$ cat config.mk
export PLATFORM = sky130hd
export DESIGN_NAME = laser_remote_port
export DESIGN_NICKNAME = d
export VERILOG_FILES = /design/src/laser_port_pkg.sv /design/src/laser_remote_port.sv /design/src/pin_sync.sv
export SDC_FILE = /design/constraint.sdc
export NUM_CORES = 1
export LEC_CHECK = 0
export BUFFER_PORTS_ARGS = -buffer_cell sky130_fd_sc_hd__buf_2
export CAP_MARGIN = 10
export CORE_AREA = 2 2 133 96
export CTS_BUF_LIST = sky130_fd_sc_hd__clkbuf_4 sky130_fd_sc_hd__clkbuf_8 sky130_fd_sc_hd__clkbuf_16
export DETAILED_ROUTE_END_ITERATION = 6
export DIE_AREA = 0 0 135 98
export GPL_TIMING_DRIVEN = 0
export PLACE_DENSITY = 0.56
export RECOVER_POWER = 100
export SYNTH_ARGS = -nofsm -noshare
export SYNTH_HDL_FRONTEND = slang
export SYNTH_SLANG_ARGS = --single-unit
$ cat constraint.sdc
create_clock -name ref_clk -period 1.9 [get_ports ref_clk]
set_clock_uncertainty 0.05 [all_clocks]
set_input_delay 0 -clock ref_clk [delete_from_list [all_inputs] [get_ports ref_clk]]
set_output_delay 0 -clock ref_clk [all_outputs]
set_load 0.01 [all_outputs]
$ cat src/laser_port_pkg.sv
/*
 * Shared types and constants of the hardwired remote control port: pin
 * bundles, program states, power sources and the Wishbone register map.
 * Assumes a single 40 MHz clock domain for all users of the package.
 */
`default_nettype none

package laser_port_pkg;

    // ------------------------------------------------------------------
    // Pin bundles
    // ------------------------------------------------------------------
    typedef struct packed {
        logic remote_request_in;
        logic start_execute_in;
        logic internal_control_enable_in;
        logic alarm_reset_in;
        logic guide_light_request_in;
        logic analog_enable_in;
        logic program_stop_in;
        logic [6:0] program_select_in;
        logic sync_in;
        logic main_power_in;
        logic [3:0] gate_select_in;
    } hw_in_t;

    typedef struct packed {
        logic ready_out;
        logic emitting_out;
        logic internal_mode_out;
        logic fault_out;
        logic guide_light_out;
        logic analog_mode_out;
        logic request_ack_out;
        logic main_power_on_out;
        logic program_running_out;
        logic program_ended_out;
        logic abnormal_end_out;
        logic warning_out;
        logic [3:0] gate_status_out;
        logic [2:0] gate_open_out;
    } hw_out_t;

    // ------------------------------------------------------------------
    // States and modes
    // ------------------------------------------------------------------
    typedef enum logic [1:0] {PS_IDLE, PS_RUN, PS_HOLD} prog_state_t;
    typedef enum logic [1:0] {PWR_NONE, PWR_PROGRAM, PWR_ANALOG} power_src_t;

    localparam logic [6:0] PROG_NONE = 7'h00;
    localparam logic [3:0] GATE_CLOSED = 4'h0;
    localparam logic [3:0] GATE_LAST = 4'h3;

    // ------------------------------------------------------------------
    // Register map
    // ------------------------------------------------------------------
    localparam logic [7:0] ADR_CTRL = 8'h00;
    localparam logic [7:0] ADR_CMD = 8'h04;
    localparam logic [7:0] ADR_STATUS = 8'h08;
    localparam logic [7:0] ADR_PROG = 8'h0c;

    localparam int CTRL_LASER_OK = 0;
    localparam int CTRL_FAULT = 1;
    localparam int CTRL_WARN = 2;
    localparam int CTRL_PC_EMIT = 3;
    localparam logic [3:0] CTRL_RESET = 4'h0;

    localparam int CMD_DONE = 0;
    localparam int CMD_FAIL = 1;
    localparam int CMD_WAIT = 2;

endpackage

`default_nettype wire

$ cat src/laser_remote_port.sv
/*
 * Hardwired remote control port of a laser source: samples the
 * controller's discrete lines, runs the program handshake and drives the
 * registered status lines; a Wishbone slave lets firmware feed the laser
 * conditions in and read the port state out.
 * Assumes one 40 MHz clock and a synchronous active-high reset.
 */
// The implementer's own choices: the Wishbone slave port and the placing of the registers.
// What this block does
// Ignore all inputs until remote request asserted.
// No program selected: start is emission enable.
// Program selected: start rising edge runs program.
// Controller holds start high while program runs.
// Power source: program, else analog if enabled.
// Internal-control enable hands control to software.
// Alarm reset rising edge clears alarm; 1ms.
// Guide light on while guide request high.
// Analog enable works only with program zero.
// Program stop high aborts running program immediately.
// Program number: seven select bits, first LSB.
// Sync input releases program wait instruction.
// Main power on rising, off falling edge.
// Gate select codes one to three open channels; zero closes.
// Ready high when prepared to emit.
// Emitting high while light is produced.
// Internal-mode output high under internal control.
// Fault output high in abnormal condition.
// Guide status high while guide light emitted.
// Analog-mode output high under analog power control.
// Acknowledge high once remote request accepted.
// Program ended set on completion, cleared by start.
// Abnormal end set on failure, cleared by reset.
// Warning output high in warning condition.
// Gate status reports open channel, same codes.
// Two-flop synchronise inputs, edges from synced samples.
// Reset clears outputs and idles programming.
`timescale 1ns/1ps
`default_nettype none

module laser_remote_port (
    // Clock and reset
    input wire logic ref_clk,
    input wire logic sys_rst,
    // Hardwired port
    input wire laser_port_pkg::hw_in_t pins_in,
    output var laser_port_pkg::hw_out_t pins_out,
    // Wishbone slave
    input wire logic wb_cyc_i,
    input wire logic wb_stb_i,
    input wire logic wb_we_i,
    input wire logic [3:0] wb_sel_i,
    input wire logic [7:0] wb_adr_i,
    input wire logic [31:0] wb_dat_i,
    output logic [31:0] wb_dat_o,
    output logic wb_ack_o
);
    import laser_port_pkg::*;

    // ------------------------------------------------------------------
    // Functions
    // ------------------------------------------------------------------
    function automatic logic gate_code_ok(input logic [3:0] code);
        gate_code_ok = (code <= GATE_LAST);
    endfunction

    function automatic logic [2:0] gate_onehot(input logic [3:0] code);
        logic [2:0] v;
        v = 3'h0;
        if (code != GATE_CLOSED && gate_code_ok(code))
        begin
            v[code[1:0] - 2'h1] = 1'b1;
        end
        gate_onehot = v;
    endfunction

    // ------------------------------------------------------------------
    // Input sampling
    // ------------------------------------------------------------------
    hw_in_t lvl;
    hw_in_t rise;
    hw_in_t fall;

    pin_sync #(.W($bits(hw_in_t))) u_sync (
        .ref_clk(ref_clk),
        .sys_rst(sys_rst),
        .async_in(pins_in),
        .level(lvl),
        .rise(rise),
        .fall(fall)
    );

    // Nothing but the request itself is seen while the request is low.
    wire logic req = lvl.remote_request_in;
    hw_in_t acc;
    hw_in_t acc_rise;
    hw_in_t acc_fall;
    assign acc = req ? lvl : '0;
    assign acc_rise = req ? rise : '0;
    assign acc_fall = req ? fall : '0;

    wire logic [6:0] prog_num = acc.program_select_in;
    wire logic prog_mode = (prog_num != PROG_NONE);
    wire logic analog_sel = acc.analog_enable_in && !prog_mode;
    wire logic int_mode = acc.internal_control_enable_in;

    // ------------------------------------------------------------------
    // Wishbone slave
    // ------------------------------------------------------------------
    logic [3:0] ctrl;
    wire logic wb_req = wb_cyc_i && wb_stb_i;
    // Writes land on the edge where the master sees the acknowledge.
    wire logic wr_fire = wb_req && wb_we_i && wb_ack_o && wb_sel_i[0];
    wire logic hit_ctrl = (wb_adr_i == ADR_CTRL);
    wire logic hit_cmd = (wb_adr_i == ADR_CMD);
    wire logic hit_status = (wb_adr_i == ADR_STATUS);
    wire logic hit_prog = (wb_adr_i == ADR_PROG);
    wire logic cmd_wr = wr_fire && hit_cmd;
    wire logic cmd_done = cmd_wr && wb_dat_i[CMD_DONE];
    wire logic cmd_fail = cmd_wr && wb_dat_i[CMD_FAIL];
    wire logic cmd_wait = cmd_wr && wb_dat_i[CMD_WAIT];

    // ------------------------------------------------------------------
    // Laser state
    // ------------------------------------------------------------------
    prog_state_t state;
    prog_state_t next_state;
    logic alarm;
    logic power_on;
    logic ended;
    logic abnormal;
    logic [3:0] gate;
    power_src_t power_src;

    wire logic running = (state != PS_IDLE);
    wire logic ready_now = power_on && !alarm && ctrl[CTRL_LASER_OK];
    // Losing the request or the program number also ends the program.
    wire logic abort = running && (acc.program_stop_in || !prog_mode
        || !ready_now);
    wire logic start_ok = prog_mode && acc_rise.start_execute_in
        && ready_now && !int_mode;

    always_comb
    begin
        next_state = state;
        case (state)
            PS_IDLE:
                if (start_ok)
                    next_state = PS_RUN;
            PS_RUN:
                if (abort || cmd_done || cmd_fail)
                    next_state = PS_IDLE;
                else if (cmd_wait)
                    next_state = PS_HOLD;
            PS_HOLD:
                if (abort)
                    next_state = PS_IDLE;
                else if (acc_rise.sync_in)
                    next_state = PS_RUN;
            default:
                next_state = PS_IDLE;
        endcase
    end

    // The controller keeps start high while running, so a done never
    // meets the start-low clear in the same cycle.
    wire logic set_ended = (state == PS_RUN) && cmd_done && !abort;
    wire logic next_ended = set_ended
        || (ended && acc.start_execute_in);
    wire logic set_abn = (running && abort)
        || (state == PS_RUN && cmd_fail);
    wire logic next_abn = set_abn
        || (abnormal && !acc.alarm_reset_in);
    // A fault held by firmware survives a reset pulse on purpose.
    wire logic next_alarm = ctrl[CTRL_FAULT]
        || (alarm && !acc_rise.alarm_reset_in);
    wire logic next_power = acc_rise.main_power_in ? 1'b1 :
        acc_fall.main_power_in ? 1'b0 : power_on;
    wire logic gate_load = req && gate_code_ok(acc.gate_select_in);
    wire logic [3:0] next_gate = gate_load ? acc.gate_select_in
        : gate;
    wire logic plain_emit = !prog_mode && acc.start_execute_in;
    wire logic emit_req = int_mode ? ctrl[CTRL_PC_EMIT] :
        (plain_emit || next_state == PS_RUN);
    wire logic emit_now = ready_now && emit_req;
    wire power_src_t next_src = prog_mode ? PWR_PROGRAM :
        analog_sel ? PWR_ANALOG : PWR_NONE;

    always_ff @(posedge ref_clk)
    begin
        if (sys_rst)
        begin
            state <= PS_IDLE;
            alarm <= 1'b0;
            power_on <= 1'b0;
            ended <= 1'b0;
            abnormal <= 1'b0;
            gate <= GATE_CLOSED;
            power_src <= PWR_NONE;
        end
        else
        begin
            state <= next_state;
            alarm <= next_alarm;
            power_on <= next_power;
            ended <= next_ended;
            abnormal <= next_abn;
            gate <= next_gate;
            power_src <= next_src;
        end
    end

    // ------------------------------------------------------------------
    // Status lines
    // ------------------------------------------------------------------
    hw_out_t next_out;

    always_comb
    begin
        next_out = '0;
        next_out.ready_out = ready_now;
        next_out.emitting_out = emit_now;
        next_out.internal_mode_out = int_mode;
        next_out.fault_out = next_alarm;
        next_out.guide_light_out = acc.guide_light_request_in;
        next_out.analog_mode_out = analog_sel;
        next_out.request_ack_out = req;
        next_out.main_power_on_out = next_power;
        next_out.program_running_out = (next_state != PS_IDLE);
        next_out.program_ended_out = next_ended;
        next_out.abnormal_end_out = next_abn;
        next_out.warning_out = ctrl[CTRL_WARN];
        next_out.gate_status_out = next_gate;
        next_out.gate_open_out = gate_onehot(next_gate);
    end

    always_ff @(posedge ref_clk)
    begin
        if (sys_rst)
            pins_out <= '0;
        else
            pins_out <= next_out;
    end

    // ------------------------------------------------------------------
    // Register access
    // ------------------------------------------------------------------
    wire logic [31:0] rd_ctrl = {28'h0, ctrl};
    wire logic [31:0] rd_status = {11'h0, pins_out, state};
    wire logic [31:0] rd_prog = {19'h0, power_src, gate, prog_num};
    wire logic [31:0] rd_mux = hit_ctrl ? rd_ctrl :
        hit_status ? rd_status :
        hit_prog ? rd_prog : 32'h0;

    always_ff @(posedge ref_clk)
    begin
        if (sys_rst)
        begin
            wb_ack_o <= 1'b0;
            wb_dat_o <= 32'h0;
            ctrl <= CTRL_RESET;
        end
        else
        begin
            wb_ack_o <= wb_req && !wb_ack_o;
            if (wb_req && !wb_ack_o)
                wb_dat_o <= rd_mux;
            if (wr_fire && hit_ctrl)
                ctrl <= wb_dat_i[3:0];
        end
    end
endmodule

`default_nettype wire

$ cat src/pin_sync.sv
/*
 * Two-stage synchroniser for a bundle of pin inputs, with rising and
 * falling edge pulses taken from the synchronised samples only.
 * Assumes the pins are asynchronous to ref_clk and change slowly.
 */
`timescale 1ns/1ps
`default_nettype none

module pin_sync #(
    parameter int W = 1
) (
    // Clock and reset
    input wire logic ref_clk,
    input wire logic sys_rst,
    // Pins and synchronised view
    input wire logic [W-1:0] async_in,
    output logic [W-1:0] level,
    output logic [W-1:0] rise,
    output logic [W-1:0] fall
);

    logic [W-1:0] meta;
    logic [W-1:0] prev;

    // The first stage feeds only the second; edges use later stages.
    always_ff @(posedge ref_clk)
    begin
        if (sys_rst)
        begin
            meta <= '0;
            level <= '0;
            prev <= '0;
        end
        else
        begin
            meta <= async_in;
            level <= meta;
            prev <= level;
        end
    end

    assign rise = level & ~prev;
    assign fall = ~level & prev;

endmodule

`default_nettype wire

# After elaboration in Yosys (flattened, before gate mapping)
# Index checks and enable logic that the tools add are counted.
[word_totals] wordCells=116 input_bits=69 output_inout_bits=52 register_bits=119
[op_classes] addsub=1 n_eq_ne=6 muxes=20 reduce_logical=56 bitwise=6 order_cmp=4
[op_table] op="two-way mux 21 bit" n=2
[op_table] op="two-way mux 19 bit" n=2
[op_table] op="logical AND 1 bit" n=29
[op_table] op="bitwise AND 19 bit" n=1
[op_table] op="NOT 19 bit" n=1
[op_table] op="== test 8 x 4 -> 1 bit (second input constant)" n=2
[op_table] op="two-way mux 13 bit" n=1
[op_table] op="two-way mux 2 bit" n=6
[op_table] op="logical OR 1 bit" n=9
[op_table] op="== test 8 x 3 -> 1 bit (second input constant)" n=1
[op_table] op="less-or-equal comparator 4 x 2 -> 1 bit (second input constant)" n=2
[op_table] op="logical NOT 1 bit" n=8
[op_table] op="logical NOT 8 bit" n=1
[op_table] op="nonzero test 7 bit" n=1
[op_table] op="case mux 2 bit (3 select lines)" n=1
[op_table] op="nonzero test 2 bit" n=3
[op_table] op="OR reduction 2 bit" n=3
[op_table] op="bitwise AND 5 bit" n=1
[op_table] op="two-way mux 1 bit" n=5
[op_table] op="two-way mux 5 bit" n=1
[op_table] op="NOT 5 bit" n=1
[op_table] op="== test 2 x 1 -> 1 bit (second input constant)" n=2
[op_table] op="two-way mux 4 bit" n=1
[op_table] op="nonzero test 4 bit" n=1
[op_table] op="other kinds (7)" n=8

# Longest topological paths before layout
[logic_depth] word_depth=14 depth_mapped=6 ltp_nobuf=4

# Modules after synthesis
# A second synthesis with hierarchy kept.
[hier_totals] cells_unflattened=400 area_unflattened_um2=4037.6
[modules_own_cells] mod="laser_remote_port" seq_area_each_um2=980.9 area_each_um2=2180.8 cells_each=234 n_inst=1
[modules_own_cells] mod="pin_sync" seq_area_each_um2=1201.2 area_each_um2=1856.8 cells_each=166 n_inst=1

# Worst setup path after synthesis
# No wires, ideal clock.
[synth_timing] path_kind="register -> register" from="register wb_ack_o" to="register pins_out[9] (netlist name)" path_buffers=0 arrival_ps=1349 setup_ps=69 setup_slack_ps=432 period_less_slack_ps=1468 path_stages_with_launch=5 t_required_ps=1781 path_cell_list="dfxtp_1 and4b_1 nand4_2 or4_1 o21ai_1"
[synth_between] elab_chain_cells=7
[synth_rtl] item="from (decl)" line="laser_remote_port.sv:55" source="output logic wb_ack_o"
[synth_rtl] item="from (signal assigned)" line="laser_remote_port.sv:264" source="wb_ack_o <= wb_req && !wb_ack_o;"
[synth_rtl] item="logical AND 1 bit (2 in a row)" line="laser_remote_port.sv:112" source="wire logic wr_fire = wb_req && wb_we_i && wb_ack_o && wb_sel_i[0];"
[synth_rtl] item="logical AND 1 bit" line="laser_remote_port.sv:117" source="wire logic cmd_wr = wr_fire && hit_cmd;"
[synth_rtl] item="logical AND 1 bit" line="laser_remote_port.sv:118" source="wire logic cmd_done = cmd_wr && wb_dat_i[CMD_DONE];"
[synth_rtl] item="logical AND 1 bit (2 in a row)" line="laser_remote_port.sv:166" source="wire logic set_ended = (state == PS_RUN) && cmd_done && !abort;"
[synth_rtl] item="logical OR 1 bit" line="laser_remote_port.sv:168" source="|| (ended && acc.start_execute_in);"
# No other way between the ends.
# A chain may end at the register's enable or synchronous reset.

# Final worst setup path
[layout_timing] from="register wb_ack_o" to="register pins_out[9] (netlist name)"
[layout_between] elab_chain_cells=7
[layout_rtl] item="logical AND 1 bit (2 in a row)" line="laser_remote_port.sv:112"
[layout_rtl] item="logical AND 1 bit" line="laser_remote_port.sv:117"
[layout_rtl] item="logical AND 1 bit" line="laser_remote_port.sv:118"
[layout_rtl] item="logical AND 1 bit (2 in a row)" line="laser_remote_port.sv:166"
[layout_rtl] item="logical OR 1 bit" line="laser_remote_port.sv:168"
# No other way between the ends.

==> out/metrics.cfg <==
[status]
status = finished, final reports clean

[finish]
area_growth_pct = 33.0
fin_area_mm2 = 0.00450
diodes = 0
layout.nets = 531
drive_gt1_share_pct = 16.1

[clock_network]
cts_tree = built
numCtsBuffers = 9
clockRootBuffer = clkbuf_16
clk_pin_slew_ns = 0.07
cts_buffer_depth = 2
htreeDepth = 3
clk_latency_ns = 0.33
cts_sinks = 93

[grt]
grt_max_degree = 19
overflow = 0
grt_pass1_vias = 2538
antenna_found_initial = 0
grt.total_usage_pct = 13.2
grt_pass1_wl_um = 13400

[die]
rows = 34
dieArea_mm2 = 0.0132
fp.dieH_um = 98
start_util_pct = 28.0
die_w_um = 135
coreArea_mm2 = 0.0121
io_pins = 121

[placement]
place.gp.congestion = 0.877
buffer_ports.inserted = 77
place_hpwl_um = 6530
dpl_cell_area_mm2 = 0.00401

[min_path]
hp-class = primary input to flop

[sta]
holdWs_ns = 0.142
slew_headroom_pct = 59.8
finalSetupViolations = 0
period_minus_slack_ns = 1.72
max_freq_mhz = 580
tightest_slew_ns = 0.602
hold_viol = 0
rsz0062_at_grt = no
period_share_pct = 90.8
fin_setup_tns_ns = 0
finalMaxSlewViolations = 0

[worst_setup_path]
timing.critical_path.cells = and4b_1 -> nand4_2 -> or4_1 -> o21ai_0
cp.required_ns = 2.10
path_buf_inv = 0
worst_setup_path_start_kind = flop
max_stage_delay_ns = 0.54
crit_type = flop to flop
critPathTopFamily = simple AND/OR/NAND/NOR gates
crit_path_end_kind = flop
critPathSlowestCell = or4_1
arrival_ns = 1.93
path_max_fanout = 6

[pwr]
ir_drop_uv = 388
pwr_density_cell_mw_per_mm2 = 884
p_leak_nw = 1.78

[detailed_routing]
dr_total_vias = 2696
initialDrtViolationCount = 126
wirelength_um = 8460
routed_via_density = 4.29
routedWlPerCell_um = 13.5
drtAntennaViolNets = 0
drc = 0
drt-pass1-iter-count = 4

[synthesis]
ys.flop_type = dfxtp_1
syn_area_mm2 = 0.00338
synth.top_cells.by_area = dfxtp_1 55%, nor2b_1 9.2%, nor2_1 3.4%, buf_4 3.3%, mux2i_1 3.3%
synth.largest_area_cell = dfxtp_1
yosysMostFrequentCell = dfxtp_1
yosys-top-cells-count = 93 x dfxtp_1, 50 x nor2b_1, 31 x nor2_1
ys_types = 44
ys_seq_elements = 93
synth_top_area_share_pct = 55.0
synth_edf_count = 0
async_flop_share_pct = 0
netlist_instances = 339
ys.warnings.count = 0
synth_seq_area_share_pct = 55.0
syn_area_per_cell_um2 = 9.98

[run]
max-cap-violations = 0

## report_power, final
| group | total [W] | switching, W | internal (W) | leakage, nW |
|---|---|---|---|---|
| sequential | 0.00202 | 0.0000227 | 0.00200 | 0.759 |
| clock | 0.00170 | 0.000786 | 0.000917 | 0.144 |
| combinational | 0.000259 | 0.000128 | 0.000130 | 0.874 |
| total | 0.00398 | 0.000937 | 0.00304 | 1.78 |
## flip-flops by register name, summed over array words and instances, names as in the netlist
register and cells:
ctrl 4, wb_dat_o 21, u_sync.prev 4, u_sync.level 20, power_src 2, pins_out 19, wb_ack_o 1, u_sync.meta 20
state 2
## repair_timing
action | 4_1_cts | 5_1_grt
buffers inserted | 0 | 0
gates resized for setup | 0 | 0
hold buffers | 25 | 0
endpoints found under the hold margin | 26 | 0
## placed cells by master, fill, tap and decap left out, types with 8 or more instances in the layout
cell,count
dlygate4sd3_1,25
a21oi_1,12
nor2_1,31
clkbuf_16,9
clkbuf_1,51
a22oi_1,8
buf_4,11
a2bb2oi_1,10
conb_1,11
nand2_1,12
buf_2,41
nor2b_1,50
mux2i_1,11
dfxtp_1,93
## metal layers
layer / global-route usage [%] / wire length [um] / vias up
met3: 4.57 / 557 / 6
met1: 18.6 / 4370 / 1214
met5: 0 / 0 / -
li1: - / - / 1394
met2: 19.0 / 3470 / 82
met4: 4.01 / 68 / 0
## tightest hold or removal path, delay by kind of cell
| family | cells | cell delay (ns) |
|---|---|---|
| buffers and inverters | 1 | 0.11 |
| AND/OR/NAND/NOR | 3 | 0.31 |
| AO/OA/AOI/OAI | 1 | 0.06 |
## stage by stage
step	utilization (%)	setup slack, ns	std cells	power, W
2_1_floorplan	-	0.432	349	0.00219
3_3_place_gp	33.2	0.146	588	0.00228
3_5_place_dp	33.2	0.147	588	0.00229
4_1_cts	37.6	0.231	629	0.00404
5_1_grt	37.3	0.0863	629	0.00416
6_report	37.3	0.175	629	0.00398
## logic make-up after synthesis
logic type | synth area share (%)
buf+inv | 5.73
other cells | 0.111
mux | 3.25
simple gates | 24.3
compound gates | 11.6
flops | 55.0
## worst paths after layout
path,endpoint,from,cells after the start,slack (ns)
worst max-delay path,pins_out[9],wb_ack_o,4,0.18
worst min-delay path,state[1],sys_rst,5,0.14
worst max register to register,pins_out[9],wb_ack_o,4,0.18
worst min register to register,u_sync.level[9],u_sync.meta[9],1,0.39
## final cells by class
cell class / count / area [um2]
Buffer: 32 / 179
Inverter: 4 / 15.0
Clock inverter: 7 / 62.6
Multi-Input combinational cell: 220 / 1370
Tap cell: 162 / 203
Sequential cell: 93 / 1860
Timing Repair Buffer: 102 / 588
Clock buffer: 9 / 225
Fill cell: 1264 / 7580
Power figures use the tool's default switching activity.
